### src/design/acs_params.svh
// Offsets, field positions, reset values and timing counts of the conversion sequencer
`ifndef ACS_PARAMS_SVH
`define ACS_PARAMS_SVH

// ****************************************
// Register offsets on the register port
// ****************************************
`define ACS_ADDR_MODE 8'hC4
`define ACS_ADDR_RESULT 8'hC5
`define ACS_ADDR_START 8'hC6
`define ACS_ADDR_IRQ_STAT 8'hC8
`define ACS_ADDR_IRQ_CLR 8'hC9
`define ACS_ADDR_IRQ_EN 8'hCA

// ****************************************
// Field positions and reset values
// ****************************************
`define ACS_BIT_SPD_LO 7
`define ACS_BIT_EXT_TRIGGER_ENABLE 6
`define ACS_BIT_SPD_HI 5
`define ACS_BIT_MODE_RSV 4
`define ACS_BIT_ACTIVE 7
`define ACS_MODE_RESET 8'h10
`define ACS_START_RSV 7'h7F
`define ACS_CH_SIX 4'hA
`define ACS_CH_SEVEN 4'hB

// ****************************************
// Interrupt event bits
// ****************************************
`define ACS_EV_END 0
`define ACS_EV_ABORT 1
`define ACS_EV_W 2

// ****************************************
// Conversion periods in system clock cycles
// ****************************************
`define ACS_PERIOD_SLOW 7'h7C
`define ACS_PERIOD_MID 7'h3E
`define ACS_PERIOD_FAST 7'h1F

`endif

### src/design/acs_pkg.sv
// Types shared by the conversion sequencer modules
package acs_pkg;

   // Sequencer states
   typedef enum logic [1:0] {
      ACS_IDLE = 2'b01,
      ACS_RUN = 2'b10
   } acs_seq_state_type;

   // Successive approximation engine states
   typedef enum logic [2:0] {
      ACS_SAR_IDLE = 3'b001,
      ACS_SAR_SAMPLE = 3'b010,
      ACS_SAR_BITS = 3'b100
   } acs_sar_state_type;

endpackage

### src/design/acs_sar.sv
// Successive approximation engine that walks eight bit decisions over one period
`timescale 1ns/1ns
module acs_sar (
   input wire logic i_clk,
   input wire logic i_rst_n,
   input wire logic i_start,
   input wire logic i_abort,
   input wire logic [6:0] i_period,
   input wire logic i_cmp,
   output logic o_sample,
   output logic [7:0] o_dac_code,
   output logic o_done,
   output logic [7:0] o_result
);

   acs_pkg::acs_sar_state_type st_q;
   logic [6:0] cnt_q;
   logic [2:0] idx_q;
   logic [7:0] code_q;
   logic [6:0] step_w;
   logic [6:0] samp_w;

   // Each bit gets period/8 cycles, sampling takes the rest
   assign step_w = {3'h0, i_period[6:3]};
   assign samp_w = i_period - {i_period[6:3], 3'h0};

   // Sequence of sampling and bit trials
   always_ff @(posedge i_clk or negedge i_rst_n) begin
      if (!i_rst_n) begin
         st_q <= acs_pkg::ACS_SAR_IDLE;
         cnt_q <= 7'h00;
         idx_q <= 3'h0;
         code_q <= 8'h00;
      end else if (i_abort) begin
         st_q <= acs_pkg::ACS_SAR_IDLE;
      end else begin
         case (st_q)
            acs_pkg::ACS_SAR_IDLE: begin
               if (i_start) begin
                  st_q <= acs_pkg::ACS_SAR_SAMPLE;
                  cnt_q <= samp_w - 7'h01;
               end
            end
            acs_pkg::ACS_SAR_SAMPLE: begin
               if (cnt_q == 7'h00) begin
                  st_q <= acs_pkg::ACS_SAR_BITS;
                  cnt_q <= step_w - 7'h01;
                  idx_q <= 3'h7;
                  code_q <= 8'h80;
               end else begin
                  cnt_q <= cnt_q - 7'h01;
               end
            end
            acs_pkg::ACS_SAR_BITS: begin
               if (cnt_q == 7'h00) begin
                  code_q[idx_q] <= i_cmp;
                  if (idx_q == 3'h0) begin
                     st_q <= acs_pkg::ACS_SAR_IDLE;
                  end else begin
                     code_q[idx_q - 3'h1] <= 1'b1;
                     idx_q <= idx_q - 3'h1;
                     cnt_q <= step_w - 7'h01;
                  end
               end else begin
                  cnt_q <= cnt_q - 7'h01;
               end
            end
            default: begin
               st_q <= acs_pkg::ACS_SAR_IDLE;
            end
         endcase
      end
   end

   // Outputs toward the analog side and the sequencer
   assign o_sample = (st_q == acs_pkg::ACS_SAR_SAMPLE);
   assign o_dac_code = code_q;
   assign o_done = (st_q == acs_pkg::ACS_SAR_BITS) && (cnt_q == 7'h00) && (idx_q == 3'h0);
   assign o_result = {code_q[7:1], i_cmp};

endmodule

### src/design/acs_sequencer.sv
// Conversion sequencer: registers, start and stop, channel routing, completion and interrupt
//
// Behaviour
// - End of conversion sets the conversion-end request flag as active falls.
// - Software-writable enable bit gates the request flag onto the interrupt.
// - Channel code 1010 routes analog input six to the converter.
// - Writing 1 to the active flag starts a conversion.
// - Result is stored in the same cycle the request flag is set.
// - With the result stored, active clears and the sequencer returns idle.
// - Interrupt is raised while request flag and enable bit are both set.
// - From idle after completion a new start runs a full new conversion.
// - Writing 0 to active during conversion aborts it; do so before mode changes.
// - Top channel bit 0 means none; 101x picks six or seven; others reserved.
// - Speed bits give 124, 62 or 31 cycles; 00 is reserved reset state.
// - With trigger enabled, the selected pin edge starts a conversion.
//
// Decided for this implementation: strobed register access and the register offsets.
`timescale 1ns/1ns
`include "acs_params.svh"
module acs_sequencer (
   input wire logic i_ref_clk,
   input wire logic i_reset_n,
   input wire logic [7:0] i_addr,
   input wire logic [7:0] i_wdata,
   input wire logic i_wr,
   input wire logic i_rd,
   output logic [7:0] o_rdata,
   input wire logic i_ext_trigger_pin,
   input wire logic i_trig_edge_rising,
   input wire logic i_cmp,
   output logic o_sample,
   output logic [7:0] o_dac_code,
   output logic o_analog_input_six,
   output logic o_analog_input_seven,
   output logic o_irq
);

   // ****************************************
   // Reset release
   // ****************************************
   logic rst_meta_q;
   logic rst_n_q;

   // Two flops release the reset synchronously
   always_ff @(posedge i_ref_clk or negedge i_reset_n) begin
      if (!i_reset_n) begin
         rst_meta_q <= 1'b0;
         rst_n_q <= 1'b0;
      end else begin
         rst_meta_q <= 1'b1;
         rst_n_q <= rst_meta_q;
      end
   end

   // ****************************************
   // Declarations
   // ****************************************
   acs_pkg::acs_seq_state_type state_q;
   logic active_q;
   logic [7:0] mode_q;
   logic [7:0] result_q;
   logic [`ACS_EV_W-1:0] status_q;
   logic [`ACS_EV_W-1:0] enable_q;
   logic [7:0] rdata_q;
   logic trig_q;
   logic wr_mode;
   logic wr_start;
   logic wr_clr;
   logic wr_en;
   logic trig_edge;
   logic trig_hit;
   logic start_go;
   logic abort_go;
   logic sar_done;
   logic done_go;
   logic [7:0] sar_result;
   logic [6:0] period_w;
   logic [3:0] chan_w;
   logic [`ACS_EV_W-1:0] ev_set;

   // ****************************************
   // Register decode
   // ****************************************
   assign wr_mode = i_wr && (i_addr == `ACS_ADDR_MODE);
   assign wr_start = i_wr && (i_addr == `ACS_ADDR_START);
   assign wr_clr = i_wr && (i_addr == `ACS_ADDR_IRQ_CLR);
   assign wr_en = i_wr && (i_addr == `ACS_ADDR_IRQ_EN);
   assign chan_w = mode_q[3:0];

   // Mode register, reserved bit stays 1
   always_ff @(posedge i_ref_clk or negedge rst_n_q) begin
      if (!rst_n_q) begin
         mode_q <= `ACS_MODE_RESET;
      end else if (wr_mode) begin
         mode_q <= i_wdata | `ACS_MODE_RESET;
      end
   end

   // Interrupt enable register
   always_ff @(posedge i_ref_clk or negedge rst_n_q) begin
      if (!rst_n_q) begin
         enable_q <= '0;
      end else if (wr_en) begin
         enable_q <= i_wdata[`ACS_EV_W-1:0];
      end
   end

   // ****************************************
   // Speed and channel selection
   // ****************************************
   // Reserved speed code runs at the slowest period
   always_comb begin
      case ({mode_q[`ACS_BIT_SPD_HI], mode_q[`ACS_BIT_SPD_LO]})
         2'b01: period_w = `ACS_PERIOD_SLOW;
         2'b10: period_w = `ACS_PERIOD_MID;
         2'b11: period_w = `ACS_PERIOD_FAST;
         default: period_w = `ACS_PERIOD_SLOW;
      endcase
   end

   // Only codes 101x select an input; all others leave both off
   assign o_analog_input_six = (chan_w == `ACS_CH_SIX);
   assign o_analog_input_seven = (chan_w == `ACS_CH_SEVEN);

   // ****************************************
   // Start, trigger and abort
   // ****************************************
   // Previous pin level for edge detection
   always_ff @(posedge i_ref_clk or negedge rst_n_q) begin
      if (!rst_n_q) begin
         trig_q <= 1'b0;
      end else begin
         trig_q <= i_ext_trigger_pin;
      end
   end

   assign trig_edge = i_trig_edge_rising ? (i_ext_trigger_pin && !trig_q) : (!i_ext_trigger_pin && trig_q);
   assign trig_hit = mode_q[`ACS_BIT_EXT_TRIGGER_ENABLE] && trig_edge;
   // A start while running is ignored; a stop only acts while running
   assign start_go = !active_q && ((wr_start && i_wdata[`ACS_BIT_ACTIVE]) || trig_hit);
   assign abort_go = active_q && wr_start && !i_wdata[`ACS_BIT_ACTIVE];
   assign done_go = sar_done && !abort_go;

   // Sequencer state and active flag
   always_ff @(posedge i_ref_clk or negedge rst_n_q) begin
      if (!rst_n_q) begin
         state_q <= acs_pkg::ACS_IDLE;
         active_q <= 1'b0;
      end else begin
         case (state_q)
            acs_pkg::ACS_IDLE: begin
               if (start_go) begin
                  state_q <= acs_pkg::ACS_RUN;
                  active_q <= 1'b1;
               end
            end
            acs_pkg::ACS_RUN: begin
               if (abort_go || done_go) begin
                  state_q <= acs_pkg::ACS_IDLE;
                  active_q <= 1'b0;
               end
            end
            default: begin
               state_q <= acs_pkg::ACS_IDLE;
               active_q <= 1'b0;
            end
         endcase
      end
   end

   // ****************************************
   // Conversion engine
   // ****************************************
   acs_sar u_sar (
      .i_clk(i_ref_clk),
      .i_rst_n(rst_n_q),
      .i_start(start_go),
      .i_abort(abort_go),
      .i_period(period_w),
      .i_cmp(i_cmp),
      .o_sample(o_sample),
      .o_dac_code(o_dac_code),
      .o_done(sar_done),
      .o_result(sar_result)
   );

   // Result is held until the next completion, not cleared by reset
   always_ff @(posedge i_ref_clk) begin
      if (done_go) begin
         result_q <= sar_result;
      end
   end

   // ****************************************
   // Interrupt status
   // ****************************************
   assign ev_set = {abort_go, done_go};

   // Sticky flags, a new event wins over a clear in the same cycle
   genvar gi;
   generate
      for (gi = 0; gi < `ACS_EV_W; gi = gi + 1) begin : g_ev
         always_ff @(posedge i_ref_clk or negedge rst_n_q) begin
            if (!rst_n_q) begin
               status_q[gi] <= 1'b0;
            end else if (ev_set[gi]) begin
               status_q[gi] <= 1'b1;
            end else if (wr_clr && i_wdata[gi]) begin
               status_q[gi] <= 1'b0;
            end
         end
      end
   endgenerate

   assign o_irq = |(status_q & enable_q);

   // ****************************************
   // Read port
   // ****************************************
   // Data stand only in the cycle after the read strobe
   always_ff @(posedge i_ref_clk or negedge rst_n_q) begin
      if (!rst_n_q) begin
         rdata_q <= 8'h00;
      end else if (i_rd) begin
         case (i_addr)
            `ACS_ADDR_MODE: rdata_q <= mode_q;
            `ACS_ADDR_RESULT: rdata_q <= result_q;
            `ACS_ADDR_START: rdata_q <= {active_q, `ACS_START_RSV};
            `ACS_ADDR_IRQ_STAT: rdata_q <= {6'h00, status_q};
            `ACS_ADDR_IRQ_EN: rdata_q <= {6'h00, enable_q};
            default: rdata_q <= 8'h00;
         endcase
      end else begin
         rdata_q <= 8'h00;
      end
   end

   assign o_rdata = rdata_q;

   // ****************************************
   // Checks
   // ****************************************
   logic [6:0] run_cnt_q;
   logic [6:0] run_per_q;

   // Helper: cycles since start and period taken at start
   always_ff @(posedge i_ref_clk or negedge rst_n_q) begin
      if (!rst_n_q) begin
         run_cnt_q <= 7'h00;
         run_per_q <= 7'h00;
      end else if (start_go) begin
         run_cnt_q <= 7'h00;
         run_per_q <= period_w;
      end else if (active_q) begin
         run_cnt_q <= run_cnt_q + 7'h01;
      end
   end
endmodule
### config.mk
export PLATFORM = sky130hd
export DESIGN_NAME = acs_sequencer
export DESIGN_NICKNAME = d
export VERILOG_FILES = /design/src/design/acs_pkg.sv /design/src/design/acs_sar.sv /design/src/design/acs_sequencer.sv
export VERILOG_INCLUDE_DIRS = /design/src /design/src/design
export SDC_FILE = /design/constraint.sdc
export NUM_CORES = 1
export LEC_CHECK = 0
export ABC_CLOCK_PERIOD_IN_PS = 4400
export BUFFER_PORTS_ARGS = -buffer_cell sky130_fd_sc_hd__buf_2
export CORE_MARGIN = 2
export CORE_UTILIZATION = 51
export CTS_CLUSTER_SIZE = 10
export DETAILED_ROUTE_END_ITERATION = 8
export PLACE_DENSITY = 0.71
export SLEW_MARGIN = 10
export SYNTH_ARGS = -nofsm -noshare
export SYNTH_HDL_FRONTEND = slang
export SYNTH_SLANG_ARGS = --single-unit
### constraint.sdc
create_clock -name i_ref_clk -period 4.4 [get_ports i_ref_clk]
set_clock_uncertainty 0.2 [all_clocks]
set_input_delay 0.66 -clock i_ref_clk [delete_from_list [all_inputs] [get_ports i_ref_clk]]
set_output_delay 0.66 -clock i_ref_clk [all_outputs]
set_load 0.1 [all_outputs]
; Word-level counts from Yosys, hierarchy flattened
; Index checks and enable logic that the tools add are counted.
[totals]
reg_bits = 54
latchBits = 0
ram_bits = 0
mem_bits_ro = 0
input_bits = 23
output_inout_bits = 20
n_memories = 0
[op_classes]
add_sub_neg = 5
n_mul = 0
n_div = 0
order_cmp = 4
n_eq_ne = 26
shifts = 0
n_mux = 38
bitwise_logic = 3
n_reduce_logical = 37
[op_table]
columns = cell, n
row1 = == test 8 bit (second input constant), 6
row2 = one-hot mux 8 bit (5 select lines), 1
row3 = two-way mux 8 bit, 4
row4 = two-way mux 7 bit, 4
row5 = two-way mux 3 bit, 8
row6 = one-hot mux 7 bit (3 select lines), 1
row7 = logical AND 1 bit, 18
row8 = one-hot mux 8 bit (2 select lines), 1
row9 = one-hot mux 7 bit (2 select lines), 1
row10 = subtractor 7 x 1 -> 7 bit (second input constant), 2
row11 = AND reduction 4 bit, 3
row12 = two-way mux 1 bit, 9
row13 = one-hot mux 3 bit (3 select lines), 1
row14 = bitwise mux 8 bit, 1
row15 = == test 4 bit (second input constant), 2
row16 = < comparator 3 x 4 -> 1 bit (second input constant), 2
row17 = inequality test 2 bit (second input constant), 4
row18 = OR 8 bit, 1
row19 = logical NOT 7 bit, 1
row20 = subtractor 7 bit, 1
row21 = demux 1 bit (select 3 bit), 2
row22 = == test 2 bit (second input constant), 3
row23 = greater-or-equal comparator 3 x 1 -> 1 bit (second input constant), 2
row24 = inequality test 3 x 2 -> 1 bit (second input constant), 2
row25 = other kinds (23), 33

; Logic depth before layout (Yosys ltp)
[logic_depth]
depth_word = 9
mapped_depth = 9
mapped_depth_nobuf = 7

; Modules after synthesis
; From an unflattened synthesis, not the netlist that was laid out.
[unflattened]
cells_unflattened = 322
hier_area_um2 = 3144.3
[modules_own_cells]
columns = mod, n_inst, cells_each, area_each_um2, seq_area_each_um2
row1 = acs_sar, 1, 197, 1680.4, 526.8
row2 = acs_sequencer, 1, 125, 1463.9, 842.1

; Worst setup path before layout
; OpenSTA, ideal clock, no wires.
[synth_timing]
kind = flip-flop to output port
start = register mode_q[0]
end = output o_analog_input_six
t_arrival_ns = 3.290
required_time_ns = 3.540
path_slack_ns = 0.250
stages_incl_launch_ff = 2
cell_sequence = dfrtp_1 -> nor4bb_1
[synth_via]
elab_chain_cells = 1
[synth_lines]
columns = item, line_no
row1 = start: declaration, acs_sequencer.sv:60  ; logic [7:0] mode_q;
row2 = start signal: assignment, acs_sequencer.sv:93  ; mode_q <= `ACS_MODE_RESET;
row3 = start signal: assignment, acs_sequencer.sv:95  ; mode_q <= i_wdata | `ACS_MODE_RESET;
row4 = == test 4 bit (no line), --
row5 = end: declaration, acs_sequencer.sv:33  ; output logic o_analog_input_six,
; No other way between the ends.

; Final worst setup path
[layout_timing]
start = register u_sar.cnt_q[0]
end = register u_sar.code_q[7], in the netlist u_sar.o_dac_code[7]
[layout_via]
elab_chain_cells = 3
[layout_lines]
columns = item, line_no
row1 = start: declaration, acs_sar.sv:17  ; logic [6:0] cnt_q;
row2 = start signal: assignment, acs_sar.sv:41  ; cnt_q <= samp_w - 7'h01;
row3 = start signal: assignment, acs_sar.sv:47  ; cnt_q <= step_w - 7'h01;
row4 = start signal: assignment, acs_sar.sv:51  ; cnt_q <= cnt_q - 7'h01;
row5 = logical NOT 7 bit *, "acs_sar.sv:45, acs_sar.sv:55"
row6 = inequality test 2 x 1 -> 1 bit (no line), --
row7 = AND reduction 4 bit (no line) *, --
row8 = end signal: indexed assignment, acs_sar.sv:56  ; code_q[idx_q] <= i_cmp;
row9 = end: declaration, acs_sar.sv:19  ; logic [7:0] code_q;
; Mark *: on every way between the ends. The rest lies on a longest branch, timed or not.
; A chain may end at the register's enable or synchronous reset.

==> results.md <==
* Final setup violation count at 0
* Core area at 0.005172 mm2
* Placed instance count at 382
* Critical path, cell by cell: inv_1, ha_1, nor3b_1, nand2_2, nor3_1, a21oi_1, a41oi_1
* RSZ-0062 raised after global routing: no
* Count leader, synth: dfrtp_1
* Max-slew violation count at 0
* Routability cong. at 0.9363
* Commonest cells in the netlist: 43 x dfrtp_1, 32 x a21oi_1, 27 x nor2_1
* FF/Latch Area at 0.001370 mm2
* Least-Margin Pin Slew at 1025 ps
* Htree depth at 2
* IO Count at 43
* #FFs+latches synth at 53
* Tcrit/Tclk final at 68.65%
* Ant. Diodes at 0
* Worst-Skew Late Latency at 310 ps
* CP peak stage delay at 890 ps
* Unique masters post-synth at 61
* Maxcap violations at 0
* R2R Path Start: u_sar.cnt_q[0]
* Die height at 77.79 um
* WP depth at 7
* CP max-delay cell: nor3_1
* Synth Net Count at 306
* Pwr Density at 284.6 mW/mm2
* All-Layer GR Usage at 20.66%
* Routed vias/inst at 5.790
* Total gr overflow at 0
* Post-synth top area cell: dfrtp_1
* Total CTS buffers at 5
* Crit path launch type: flop
* Critical Path AT at 3050 ps
* Mapped cell area at 0.002776 mm2
* Area contributors post-synth: dfrtp_1 39%, edfxtp_1 8.7%, a21oi_1 5.8%
* Vias after detailed routing at 2264
* Pin count of the biggest net entering global routing at 44
* Clock buffer depth at 2
* Vias in the first global route at 2093
* Share of post-route cells with drive strength above 1 at 23.05%
* Length in cells of the worst reg-to-reg path at 7
* CP Max Fanout at 9
* CP endpoint: u_sar.o_dac_code[7]
* Multi-input gate area at 0.001325 mm2
* CP startpoint: u_sar.cnt_q[0]
* Detail Route Antenna Nets at 0
* Die width at 77.79 um
* Min-Delay Path Class: flop to flop
* Post-synth EDFFs at 8
* Global-route wire length before repair at 9998 um
* Sequential share of the synthesized area at 49.30%
* Reg2Reg Setup Slack at 1380 ps
* Req. time, crit path at 4430 ps
* Area delta synth->final at 13.02%
* HPWL after detailed placement at 4248 um
* Initial antenna violation count at 0
* Post-synthesis instance total at 280
* Pre-antenna DRT Iters at 4
* Tmin final at 3021 ps
* Worst vdd ir at 0.1791 mV
* Nets at 346
* Root Driver: clkbuf_8
* Clock transition at the registers of the reported paths at 110 ps
* PortBufs at 41
* Worst Path Class, Setup: flop to flop
* CTS tree: yes
* Slew HR at 31.16%
* CTS-repair resized insts at 0
* Final Hold Vio Count at 0
* DRT Wirelength at 6008 um
* Setup TNS at 0 ps
* Finished Layout Cells at 391
* Synth Flop Type: dfrtp_1
* Syn avg cell area at 9.916 um2
* # DRC at 0
* Post-route cell area at 0.003138 mm2
* Leakage at 1.349 nW
* Reg-to-reg critical path endpoint: u_sar.o_dac_code[7]
* Die Area at 0.006051 mm2
* FFs w/ async S/R, synth at 84.91%
* Top cell type's share of synthesized area at 38.76%
* Sink Count at 53
* Syn. warnings at 0
* DR iter-0 viols at 140
* Total Power at 0.0008930 W
* Initial Util at 53.68%
* Status: finished, final reports clean
* Routed WL per cell at 15.37 um
* Worst Setup End Kind: flop
* Crit path buffers/inverters at 1
* Fill count at 452
* Post-DP Area at 0.003033 mm2
* Critical path's top delay family: simple AND/OR/NAND/NOR gates
* # rows at 26
* Achievable Freq at 331.1 MHz
worst reg2reg max path, delay by kind of cell, from the launching register on:
family | cells | cell delay, ps
AO/OA/AOI/OAI | 2 | 340
adder cells (fa/ha/maj) | 1 | 180
buffers and inverters | 1 | 90
flip-flops | 1 | 410
AND/OR/NAND/NOR | 3 | 1730
flip-flops by register name, indices dropped and copies added, names as in the netlist:
name	flops
u_sar.idx_q	3
u_sar.o_dac_code	8
trig_q	1
u_sar.st_q	3
o_rdata	8
result_q	8
rst_meta_q	1
u_sar.cnt_q	7
mode_q	7
state_q	2
status_q	2
enable_q	2
rst_n_q	1
metrics by stage:
step	hold slack, ps	utilization, %	setup slack [ps]
detailed placement	155.3	58.64	1320
finish	183.3	60.67	1379
global placement	141.3	58.64	1341
floorplan	131.2	-	249.5
CTS	192.3	60.67	1411
global route	195.7	60.67	1106
worst min path at each step:
stage	from	end	slack, ps	depth (start not counted)
after floorplan	rst_meta_q	rst_n_q	130	0
after global placement	rst_meta_q	rst_n_q	140	0
after detailed placement	rst_meta_q	rst_n_q	160	0
after CTS	rst_meta_q	rst_n_q	190	0
after global routing	rst_meta_q	rst_n_q	200	0
final	rst_meta_q	rst_n_q	180	0
area by class of cell:
cell class | count | share of cell area [%]
clock inverter | 3 | 0.8373
multi-input combinational | 207 | 42.22
inverter | 10 | 1.196
sequential | 53 | 43.66
timing repair buffer | 43 | 7.097
tap | 70 | 2.791
clock buffer | 5 | 2.193
cells in the final DEF, fill, tap and decap left out, drive strengths merged, types with 4 or more instances in the layout:
master  netlist  layout
a21oi        32      32
buf           1      42
clkbuf        9       5
dfrtp        43      43
edfxtp        8       8
inv          10      11
mux2         12      12
nand2        21      21
nand2b        6       6
nand3         5       5
nor2         28      28
nor2b        11      11
nor3          8       8
nor4          6       6
o21ai        13      13
o22ai         4       4
repair_timing:
item | in CTS | in global routing
hold endpoints to repair | 2 | 0
hold buffers | 1 | 0
setup buffers | 0 | 0
metal layers:
layer  GRT usage, %  vias to the layer above  routed length [um]
met5              0                        -                   0
met4          4.464                        0                  31
met3          4.419                        4                 279
met2          34.57                       61                2951
met1          27.62                     1095                2746
li1               -                     1104                   -
power breakdown:
group	leakage, nW	switching, W	internal, W
combinational	0.671	0.0000288	0.0000323
sequential	0.636	0.0000270	0.000513
clock	0.0423	0.000176	0.000116
cell families after synthesis:
kind of cell               Yosys count  synth area share [%]
and+or+nand+nor                    107                 21.05
DFF                                 53                 49.30
other                                1                0.1351
adders and majority gates            3                 1.352
xor gates and xnor gates             2                0.6310
AOI/OAI and AO/OA                   81                 19.20
muxes                               13                 5.363
buffers and inverters               20                 2.974
Note: power is estimated with default switching activity, not from simulation.
